$ cat src/design/gppc_pkg.sv
// Constants, types and state layout shared by the GPIO port pin control block.
// Notes on behaviour
// Eight pins; mask bit n selects pin n; a single pin index runs 0 to 7.
// Each pin is input or output; every pin resets to input.
// Input pins raise interrupts on high, low, rising, falling or both edges.
// Drive is 2, 4 or 8 mA, resets to 2 mA; slew only with 8 mA.
// Pull is up, down or none; resets to none.
// Optional open-drain output; resets to push-pull.
// Function is plain GPIO or peripheral; resets to plain GPIO.
// Pins without a peripheral function always behave as plain GPIO.
// A data read returns only the pins chosen by the access mask.
// A data write updates all masked pins together, others unchanged.
// The data access mask comes from address bits of that same access.
// Debug and NMI pins are locked; unlock before changing direction, pad or function.
// Each pin picks which peripheral signal it carries, so one signal reaches many pins.
// Pin control is software input, software output or peripheral hardware.
// Only enabled interrupt sources reach the interrupt output.
// Software unlocks by writing the lock key, then the commit mask.
// Unselected pins read as zero in a masked data read.
// Raw status, masked status as raw AND enable, and write-to-clear per bit.
package gppc_pkg;

	localparam int NPINS = 8;
	localparam int NPERIPH = 4;
	localparam int ADDR_W = 10;
	localparam int ADDR_MASK_LSB = 2;
	localparam int KEY_W = 16;

	// Unlock key value is arbitrary.
	localparam logic [KEY_W-1:0] UNLOCK_KEY = 16'hA5C3;
	// Pins guarded by the lock (debug and NMI capable pins).
	localparam logic [NPINS-1:0] LOCKABLE_MASK = 8'h0F;
	// Pins that own a peripheral function.
	localparam logic [NPINS-1:0] HAS_ALT_MASK = 8'h7F;
	localparam logic [NPINS-1:0] DATA_RST = 8'h00;
	localparam logic [NPINS-1:0] COMMIT_RST = ~LOCKABLE_MASK;

	typedef enum logic [1:0] {DIR_IN, DIR_OUT, DIR_HW} gppc_dir_t;
	typedef enum logic [1:0] {DRV_2MA, DRV_4MA, DRV_8MA} gppc_drive_t;
	typedef enum logic [1:0] {PULL_NONE, PULL_UP, PULL_DOWN} gppc_pull_t;
	typedef enum logic [2:0] {IT_HIGH, IT_LOW, IT_RISE, IT_FALL, IT_BOTH} gppc_itype_t;
	typedef enum logic [3:0] {
		CFG_DIR, CFG_DRIVE, CFG_SLEW, CFG_PULL, CFG_OD,
		CFG_ITYPE, CFG_IEN, CFG_PMUX, CFG_ICLR
	} gppc_cfg_kind_t;

	typedef struct packed {
		gppc_dir_t dir;
		gppc_drive_t drive;
		logic slew;
		gppc_pull_t pull;
		logic od;
		gppc_itype_t itype;
		logic ien;
		logic [1:0] pmux;
	} gppc_pin_cfg_t;

	localparam gppc_pin_cfg_t PIN_CFG_RST = '{
		dir: DIR_IN, drive: DRV_2MA, slew: 1'b0, pull: PULL_NONE,
		od: 1'b0, itype: IT_RISE, ien: 1'b0, pmux: 2'h0
	};

	typedef struct packed {
		logic valid;
		logic write;
		logic [ADDR_W-1:0] addr;
		logic [NPINS-1:0] wdata;
	} gppc_acc_t;

	typedef struct packed {
		logic valid;
		gppc_cfg_kind_t kind;
		logic [NPINS-1:0] pins;
		logic [2:0] value;
	} gppc_cfg_wr_t;

	typedef struct packed {
		gppc_pin_cfg_t [NPINS-1:0] cfg;
		logic [NPINS-1:0] data;
		logic [NPINS-1:0] commit;
		logic lock_open;
		logic [NPINS-1:0] prev_in;
		logic armed;
		logic [NPINS-1:0] raw;
		logic [NPINS-1:0] masked;
		logic irq;
		logic [NPINS-1:0] rd_data;
		logic rd_valid;
		gppc_pin_cfg_t cfg_rd;
		logic [NPINS-1:0] pin_out;
		logic [NPINS-1:0] pin_oe;
		logic [NPERIPH-1:0] periph_in;
	} gppc_state_t;

endpackage

$ cat src/design/gppc_top.sv
// GPIO port pin control: masked data access, pin configuration, lock and interrupts.
`timescale 1ns/1ns
module gppc_top (
	input wire logic clk, // System clock, 125 MHz.
	input wire logic rst_b, // Asynchronous reset, active low.
	input wire gppc_pkg::gppc_acc_t acc, // Data access with mask in address.
	output logic [gppc_pkg::NPINS-1:0] rd_data, // Masked read data.
	output logic rd_valid, // Read data valid pulse.
	input wire gppc_pkg::gppc_cfg_wr_t cfg_wr, // Configuration write.
	input wire logic [2:0] pin_index, // Pin whose settings are read back.
	output gppc_pkg::gppc_pin_cfg_t cfg_rd, // Settings of the indexed pin.
	input wire logic lock_wr, // Lock key write strobe.
	input wire logic [gppc_pkg::KEY_W-1:0] lock_key, // Lock key value.
	input wire logic commit_wr, // Commit mask write strobe.
	input wire logic [gppc_pkg::NPINS-1:0] commit_mask, // Commit mask value.
	output logic lock_open, // Lock currently opened.
	output logic [gppc_pkg::NPINS-1:0] pin_commit_reg, // Pins open to change.
	output gppc_pkg::gppc_pin_cfg_t [gppc_pkg::NPINS-1:0] pad_cfg, // Pad settings.
	input wire logic [gppc_pkg::NPINS-1:0] pin_in, // Pin levels.
	output logic [gppc_pkg::NPINS-1:0] pin_out, // Pin output value.
	output logic [gppc_pkg::NPINS-1:0] pin_oe, // Pin output enable, high drives.
	input wire logic [gppc_pkg::NPERIPH-1:0] periph_out, // Peripheral outputs.
	input wire logic [gppc_pkg::NPERIPH-1:0] periph_oe, // Peripheral enables.
	output logic [gppc_pkg::NPERIPH-1:0] periph_in, // Pin levels to peripherals.
	output logic [gppc_pkg::NPINS-1:0] int_raw, // Raw interrupt status.
	output logic [gppc_pkg::NPINS-1:0] int_masked, // Enabled interrupt status.
	output logic irq // Port interrupt to processor.
);
	import gppc_pkg::*;

	gppc_state_t s_reg;
	gppc_state_t s_next;
	logic [NPINS-1:0] event_hit;
	logic [NPINS-1:0] prev_seen;

	// Until one real sample has been taken the previous level is the present one.
	// This keeps a pin that idles high from showing a false rise after reset.
	assign prev_seen = s_reg.armed ? s_reg.prev_in : pin_in;

	// Guarded kinds touch direction, pad or function; interrupt kinds stay free.
	function automatic logic cfg_allowed(input gppc_cfg_kind_t kind, input logic committed);
		logic guarded;
		guarded = (kind == CFG_DIR) || (kind == CFG_DRIVE) || (kind == CFG_SLEW) ||
			(kind == CFG_PULL) || (kind == CFG_OD) || (kind == CFG_PMUX);
		return !guarded || committed;
	endfunction

	// Pin mask carried in the address of a data access.
	function automatic logic [NPINS-1:0] addr_mask(input logic [ADDR_W-1:0] addr);
		return addr[ADDR_MASK_LSB +: NPINS];
	endfunction

	// True when a pin is handed to the peripheral that drives signal k.
	function automatic logic routes_to(input gppc_pin_cfg_t c, input int k);
		return (c.dir == DIR_HW) && (c.pmux == k[1:0]);
	endfunction

	gppc_irq_detect u_detect (
		.pin_in(pin_in),
		.prev_in(prev_seen),
		.cfg(s_reg.cfg),
		.event_hit(event_hit)
	);

	// Next state: configuration, lock, data, interrupts and pin drive.
	always_comb begin
		logic [NPINS-1:0] m;
		logic [NPINS-1:0] clr;
		gppc_pin_cfg_t c;
		m = addr_mask(acc.addr);
		clr = '0;
		c = PIN_CFG_RST;
		s_next = s_reg;
		s_next.rd_valid = 1'b0;
		s_next.prev_in = pin_in;
		s_next.armed = 1'b1;

		// Any key other than the right one closes the lock again.
		if (lock_wr) begin
			s_next.lock_open = (lock_key == UNLOCK_KEY);
		end
		// Commit only takes while open; unguarded pins always stay committed.
		if (commit_wr && s_reg.lock_open) begin
			s_next.commit = commit_mask | ~LOCKABLE_MASK;
		end

		// Configuration write applies at once to every selected pin that the lock allows.
		for (int i = 0; i < NPINS; i++) begin
			c = s_reg.cfg[i];
			if (cfg_wr.valid && cfg_wr.pins[i] && cfg_allowed(cfg_wr.kind, s_reg.commit[i])) begin
				unique case (cfg_wr.kind)
					CFG_DIR: begin
						if (cfg_wr.value[1:0] == DIR_OUT) begin
							c.dir = DIR_OUT;
						end else if (cfg_wr.value[1:0] == DIR_HW && HAS_ALT_MASK[i]) begin
							c.dir = DIR_HW;
						end else begin
							c.dir = DIR_IN;
						end
					end
					CFG_DRIVE: begin
						if (cfg_wr.value[1:0] == DRV_8MA) begin
							c.drive = DRV_8MA;
						end else if (cfg_wr.value[1:0] == DRV_4MA) begin
							c.drive = DRV_4MA;
						end else begin
							c.drive = DRV_2MA;
						end
					end
					CFG_SLEW: c.slew = cfg_wr.value[0];
					CFG_PULL: begin
						if (cfg_wr.value[1:0] == PULL_UP) begin
							c.pull = PULL_UP;
						end else if (cfg_wr.value[1:0] == PULL_DOWN) begin
							c.pull = PULL_DOWN;
						end else begin
							c.pull = PULL_NONE;
						end
					end
					CFG_OD: c.od = cfg_wr.value[0];
					CFG_ITYPE: begin
						unique case (cfg_wr.value)
							3'h0: c.itype = IT_HIGH;
							3'h1: c.itype = IT_LOW;
							3'h2: c.itype = IT_RISE;
							3'h3: c.itype = IT_FALL;
							default: c.itype = IT_BOTH;
						endcase
					end
					CFG_IEN: c.ien = cfg_wr.value[0];
					CFG_PMUX: c.pmux = cfg_wr.value[1:0];
					CFG_ICLR: clr[i] = 1'b1;
					default: c = s_reg.cfg[i];
				endcase
			end
			// Slew limiting only means something at the strongest drive.
			if (c.drive != DRV_8MA) begin
				c.slew = 1'b0;
			end
			s_next.cfg[i] = c;
		end

		// Data write changes every masked pin in the same cycle.
		if (acc.valid && acc.write) begin
			s_next.data = (s_reg.data & ~m) | (acc.wdata & m);
		end
		// Data read shows masked pins only; the rest read as zero.
		if (acc.valid && !acc.write) begin
			s_next.rd_data = pin_in & m;
			s_next.rd_valid = 1'b1;
		end

		// A new event wins over a clear arriving in the same cycle.
		s_next.raw = (s_reg.raw & ~clr) | event_hit;
		for (int i = 0; i < NPINS; i++) begin
			s_next.masked[i] = s_next.raw[i] & s_next.cfg[i].ien;
		end
		s_next.irq = |s_next.masked;

		s_next.cfg_rd = s_next.cfg[pin_index];

		// Pin drive follows the chosen control; open drain only pulls low.
		for (int i = 0; i < NPINS; i++) begin
			logic v;
			logic en;
			v = 1'b0;
			en = 1'b0;
			unique case (s_next.cfg[i].dir)
				DIR_OUT: begin
					v = s_next.data[i];
					en = 1'b1;
				end
				DIR_HW: begin
					v = periph_out[s_next.cfg[i].pmux];
					en = periph_oe[s_next.cfg[i].pmux];
				end
				default: begin
					v = 1'b0;
					en = 1'b0;
				end
			endcase
			if (s_next.cfg[i].od) begin
				s_next.pin_out[i] = 1'b0;
				s_next.pin_oe[i] = en & ~v;
			end else begin
				s_next.pin_out[i] = v;
				s_next.pin_oe[i] = en;
			end
		end

		// Peripheral inputs: highest routed pin wins when several select one.
		for (int k = 0; k < NPERIPH; k++) begin
			s_next.periph_in[k] = 1'b0;
			for (int i = 0; i < NPINS; i++) begin
				if (routes_to(s_next.cfg[i], k)) begin
					s_next.periph_in[k] = pin_in[i];
				end
			end
		end
	end

	// All state registers together; reset puts every pin back to plain input.
	always_ff @(posedge clk or negedge rst_b) begin
		if (!rst_b) begin
			s_reg.cfg <= {NPINS{PIN_CFG_RST}};
			s_reg.data <= DATA_RST;
			s_reg.commit <= COMMIT_RST;
			s_reg.lock_open <= 1'b0;
			s_reg.prev_in <= '0;
			s_reg.armed <= 1'b0;
			s_reg.raw <= '0;
			s_reg.masked <= '0;
			s_reg.irq <= 1'b0;
			s_reg.rd_data <= '0;
			s_reg.rd_valid <= 1'b0;
			s_reg.cfg_rd <= PIN_CFG_RST;
			s_reg.pin_out <= '0;
			s_reg.pin_oe <= '0;
			s_reg.periph_in <= '0;
		end else begin
			s_reg <= s_next;
		end
	end

	// Outputs are taken straight from the state flops.
	assign rd_data = s_reg.rd_data;
	assign rd_valid = s_reg.rd_valid;
	assign cfg_rd = s_reg.cfg_rd;
	assign lock_open = s_reg.lock_open;
	assign pin_commit_reg = s_reg.commit;
	assign pad_cfg = s_reg.cfg;
	assign pin_out = s_reg.pin_out;
	assign pin_oe = s_reg.pin_oe;
	assign periph_in = s_reg.periph_in;
	assign int_raw = s_reg.raw;
	assign int_masked = s_reg.masked;
	assign irq = s_reg.irq;
endmodule

$ cat src/design/gppc_irq_detect.sv
// Per-pin interrupt condition detector for the GPIO port.
`timescale 1ns/1ns
module gppc_irq_detect (
	input wire logic [gppc_pkg::NPINS-1:0] pin_in, // Current pin levels.
	input wire logic [gppc_pkg::NPINS-1:0] prev_in, // Levels one cycle earlier.
	input wire gppc_pkg::gppc_pin_cfg_t [gppc_pkg::NPINS-1:0] cfg, // Pin settings.
	output logic [gppc_pkg::NPINS-1:0] event_hit // Condition seen this cycle.
);
	import gppc_pkg::*;

	// Each pin compares its level against the previous sample.
	// Only input pins may fire, so driven outputs never interrupt themselves.
	for (genvar i = 0; i < NPINS; i++) begin : g_pin
		logic rise;
		logic fall;
		logic hit;
		assign rise = pin_in[i] & ~prev_in[i];
		assign fall = ~pin_in[i] & prev_in[i];
		always_comb begin
			unique case (cfg[i].itype)
				IT_HIGH: hit = pin_in[i];
				IT_LOW: hit = ~pin_in[i];
				IT_RISE: hit = rise;
				IT_FALL: hit = fall;
				IT_BOTH: hit = rise | fall;
				default: hit = 1'b0;
			endcase
		end
		assign event_hit[i] = hit & (cfg[i].dir == DIR_IN);
	end
endmodule

$ cat config.mk
export PLATFORM = sky130hd
export DESIGN_NAME = gppc_top
export DESIGN_NICKNAME = d
export VERILOG_FILES = /design/src/design/gppc_pkg.sv /design/src/design/gppc_top.sv /design/src/design/gppc_irq_detect.sv
export SDC_FILE = /design/constraint.sdc
export NUM_CORES = 1
export LEC_CHECK = 0
export ABC_AREA = 1
export BUFFER_PORTS_ARGS = -buffer_cell sky130_fd_sc_hd__buf_4
export CORE_ASPECT_RATIO = 0.9
export CORE_UTILIZATION = 60
export CTS_BUF_LIST = sky130_fd_sc_hd__clkbuf_2
export CTS_CLUSTER_SIZE = 10
export DETAILED_ROUTE_END_ITERATION = 6
export HOLD_SLACK_MARGIN = 0.06
export PLACE_DENSITY = 0.89
export REMOVE_ABC_BUFFERS = 1
export SYNTH_ARGS = -nofsm -noshare
export SYNTH_HDL_FRONTEND = slang
export SYNTH_HIERARCHICAL = 1
export SYNTH_SLANG_ARGS = --single-unit
$ cat constraint.sdc
create_clock -name clk -period 4.4 [get_ports clk]
set_clock_uncertainty 0.1 [all_clocks]
set_input_delay 0.44 -clock clk [delete_from_list [all_inputs] [get_ports clk]]
set_output_delay 0.44 -clock clk [all_outputs]
set_load 0.03 [all_outputs]
### Word-level counts from Yosys, hierarchy flattened

Cells that the tools add are included.

* order comparisons: 9
* equal/unequal tests: 94
* mux-type cells: 203
* bitwise logic cells: 80
* reduce and logical (&&, ||, !) cells: 85

Operators by type and width (count)
* $mux 14: 9
* $mux 1: 107
* $mux 2: 35
* $eq 3x2->1 const B: 18
* $eq 2x2->1 const B: 25
* $logic_and 1x1->1: 47
* $bmux 14 s3: 1
* $and 1x1->1: 40
* $pmux 1 s5: 8
* $eq 2x1->1 const B: 17
* $and 8x8->8: 4
* $bmux 1 s2: 16
* $logic_not 2->1: 16
* $pmux 1 s2: 16
* $eq 3x1->1 const B: 9
* $logic_not 3->1: 9
* $eq 3x3->1 const B: 8
* $lt 2x3->1 const B: 8
* $mux 3: 8
* $not 1->1: 24
* $eq 16x16->1 const B: 1
* $eq 4x3->1 const B: 4
* $mux 8: 2
* $ne 2x2->1 const B: 8
* 12 further kinds: 31

* flip-flop bits (word level): 194
* output and inout bits: 181

### Depth between registers and ports, before layout

* depth in word-level cells: 20
* mapped depth: 23

### Hierarchy

The synthesis kept the hierarchy.

By module, submodules not included
* gppc_top: instances 1, cells an instance 1456, area an instance 11537.3 um2, seq. area each 4865.9 um2
* gppc_irq_detect: instances 1, cells an instance 173, area an instance 873.3 um2, seq. area each 0.0 um2

### Worst setup path before layout

OpenSTA, ideal clock, no wires.

* path type: input -> register
* start: input port cfg_wr[14] in the netlist's numbering
* end: register, netlist name periph_in[1]
* data arrival time: 2.316 ns
* data required time: 4.183 ns
* slack: 1.867 ns
* stages on the path: 18
* buffers on the path: 1
* path through: nor2_1 -> inv_2 -> nor2_1 -> inv_2 -> nor2_1 -> nand2_1 -> o21ai_1 -> ha_1 -> clkbuf_1 -> nand4_1 -> nand3_1 -> nand2_1 -> nand2_1 -> nand2_1 -> nand2_1 -> nand2_1 -> nand2_1 -> nand2_1

RTL lines
* from (decl): line gppc_top.sv:9 `input wire gppc_pkg::gppc_cfg_wr_t cfg_wr,`

==> impl_metrics.tcl <==
set metrics [dict create \
    outcome "finished, violations left" \
    r2r_cells 15 \
    maxCapViolCount 0 \
    finalCritPeriodShare_pct 87.3 \
    fin_nets 1896 \
    wl_per_cell_um 19.3 \
    crit_type "in -> reg" \
    insertion_delay_ns 0.85 \
    crit_path_frequent_cell "dlygate4sd3_1" \
    r2r-start "pin_commit_reg[0]" \
    cp_max_fo 8 \
    cts_buffer_depth 2 \
    setup_tns_ns 0 \
    synth.cell_area_um2 12400 \
    critPathSlowestCell "dlygate4sd3_1" \
    first_iter_violations 1392 \
    area_growth_syn_to_layout_pct 15.1 \
    grt_pass1_wl_um 60700 \
    grt_usage_pct 37.2 \
    layout_min_cycle_time_ns 3.84 \
    synth_edf_count 0 \
    grt_max_degree 100 \
    portBuffers 253 \
    row_count 49 \
    syn_avg_cell_area_um2 7.62 \
    maxSlewHeadroom_pct 34.1 \
    violations "DRC" \
    chipWidth_um 154 \
    worst_pin_slew_ns 0.987 \
    yosys_warnings 6 \
    synth_cells 1629 \
    grt_pass1_vias 11393 \
    dpl_cell_area_um2 13200 \
    h-tree-depth 4 \
    ys_seq_area_share_pct 39.2 \
    r2r_slack_ns 1.05 \
    routabilityCongestion 0.954 \
    overflow 0 \
    final_cell_mix "nand2_1 (346), buf_4 (257), inv_1 (205)" \
    cts_made_buffers 17 \
    finalHoldViolations 0 \
    end_kind "register" \
    vias 11768 \
    top_level_ports 264 \
    start_util_pct 61.7 \
    cellLeakagePower_nw 7.33 \
    firstDrtPassIters 7 \
    power_density_nw_per_um2 416 \
    start_kind "input port" \
    layout_setup_ws_ns 0.560 \
    drv_slew 0 \
    arrival_ns 4.47 \
    power_frac_seq_pct 39.6 \
    combinationalPowerShare_pct 45.4 \
    drive_gt1_share_pct 23.1 \
    synth-async-reset-ratio_pct 100 \
    path_cells "dlygate4sd3_1 -> buf_4 -> nand2_4 -> dlygate4sd3_1 -> nor2_8 -> nand2_2 -> inv_1 -> or2_1 -> o21ai_2 -> inv_2 -> nor2_1 -> nand2_1 -> o2111ai_1 -> dlygate4sd3_1 -> nand2_1 -> nand2_1 -> a21oi_1 -> dlygate4sd3_1" \
    cts.reportedPaths.clkPinSlew_ns 0.29 \
    setup_viol 0 \
    rr_endpoint "pin_oe[0]" \
    cts.sinks 194 \
    wl_um 39600 \
    core-area_um2 20100 \
    max_clock_freq_ghz 0.260 \
    drc 13 \
    post-place-ws_ns 1.24 \
    peakVddDrop_mv 0.299 \
    final_common_cell "nand2_1" \
    min_path_type "in -> async" \
    rsz0062_at_grt "no" \
    synth_cell_types 49 \
    stdcell_area_um2 14300 \
    synth-main-ff-cell "dfrtp_1" \
    p_sw_share_pct 45.0 \
    viasPerCell 5.74 \
    largest_register_ffs 112 \
    root_buffer "clkbuf_2" \
    dp_hpwl_um 27600 \
    ant_nets 0 \
    p_int_mw 3.26 \
    die-area_um2 21300 \
    crit_required_ns 5.03 \
    die_y_um 138 \
    slowest_delay_ns 0.70 \
    p_switching_mw 2.67 \
    pwr-share-clk_pct 15.0 \
    synth_seq_cells 194 \
    tritoncts "built" \
    fill_cells 1532 \
    antenna_found_initial 1 \
]
[per-layer routing]
metal / vias to the layer above / track usage (%) / part of all wire, % / wire, um
met3: 133 / 7.27 / 10 / 4110
met5: - / 0 / 0 / 0
met1: 5516 / 49.2 / 40 / 15600
li1: 5333 / - / - / -
met4: 0 / 17.7 / 3.9 / 1560
met2: 786 / 59.0 / 46 / 18200
[metrics by stage]
step                util [%]  hold WS, ns  std cells  power, mW
CTS                     71.0       0.0649       2049       5.85
floorplan                  -       0.0444       1417       3.87
global route            71.0       0.0673       2050       6.21
finish                  71.0       0.0870       2050       5.94
detailed placement      65.6        0.392       1931       4.89
global placement        65.6        0.387       1931       4.82
[critical path: cells and delay by family]
kind / cells / cell delay [ns]
buffers and inverters: 7 / 2.70
AOI/OAI and AO/OA: 3 / 0.27
and+or+nand+nor: 8 / 1.04
[cells in the mapped netlist (all sizes together), types with 2 or more instances]
cell type    n  area (um2)
o31ai        5        37.5
o21bai       8        60.1
o22ai       11        68.8
o21ai      189        1000
nor2       135         608
inv        230         863
o221ai       9        78.8
a21oi       54         300
or2         15        93.8
o211ai       7        52.6
nand3b       2        15.0
o2111ai      4        35.0
a31oi        5        31.3
dfstp        9         236
o21a        23         173
nor3         6        35.0
nand2      369        1490
dfrtp      185        4630
a22oi        2        15.0
ha          32         400
mux2        11         124
clkbuf      29         109
buf        187        1400
and2         2        12.5
nand4       10        62.6
nand3       82         423
[power by group through the flow]
stage / Combinational, mW / Clock, mW / Sequential (mW)
2_1_floorplan: 0.952 / 0 / 2.92
3_3_place_gp: 2.47 / 0 / 2.35
3_5_place_dp: 2.53 / 0 / 2.36
4_1_cts: 2.63 / 0.889 / 2.33
5_1_grt: 2.86 / 0.964 / 2.38
6_report: 2.69 / 0.893 / 2.35
[worst max-delay path by stage]
stage / startpoint / slack, ns / cells past startpoint / to
global placement: cfg_wr[14] / 1.32 / 22 / periph_in[1]
CTS: cfg_wr[11] / 0.65 / 18 / pin_oe[7]
detailed placement: cfg_wr[14] / 1.24 / 17 / periph_in[0]
floorplan: cfg_wr[14] / 1.91 / 19 / periph_in[1]
finish: cfg_wr[12] / 0.56 / 18 / pin_oe[7]
global route: cfg_wr[12] / 0.47 / 18 / pin_oe[7]
[final cells by class]
type / instances / area, um2 / share of cell area [%]
timing repair buffer: 345 / 2820 / 19.8
clock inverter: 12 / 123 / 0.858
sequential: 194 / 4870 / 34.1
inverter: 231 / 867 / 6.07
clock buffer: 20 / 100 / 0.701
multi-input combinational: 992 / 5180 / 36.3
antenna: 1 / 2.50 / 0.0175
tap: 255 / 319 / 2.23
[logic make-up (layout without fill, tap and decap cells)]
| logic type | after synthesis | count (layout) | synth area share [%] |
|---|---|---|---|
| and+or+nand+nor | 624 | 624 | 22.2 |
| buffers and inverters | 447 | 608 | 19.2 |
| AOI/OAI and AO/OA | 320 | 320 | 15.2 |
| DFF | 194 | 194 | 39.2 |
| adders and majority gates | 32 | 32 | 3.23 |
| muxes | 11 | 11 | 0.998 |
| other | 1 | 6 | 0.0302 |
[repair_timing]
action                    4_1_cts  5_1_grt
setup buffers                   0        0
gates resized for setup         0        0
hold endpoints to repair      208        0
hold buffers                   86        0
(Power assumes the default switching activity.)
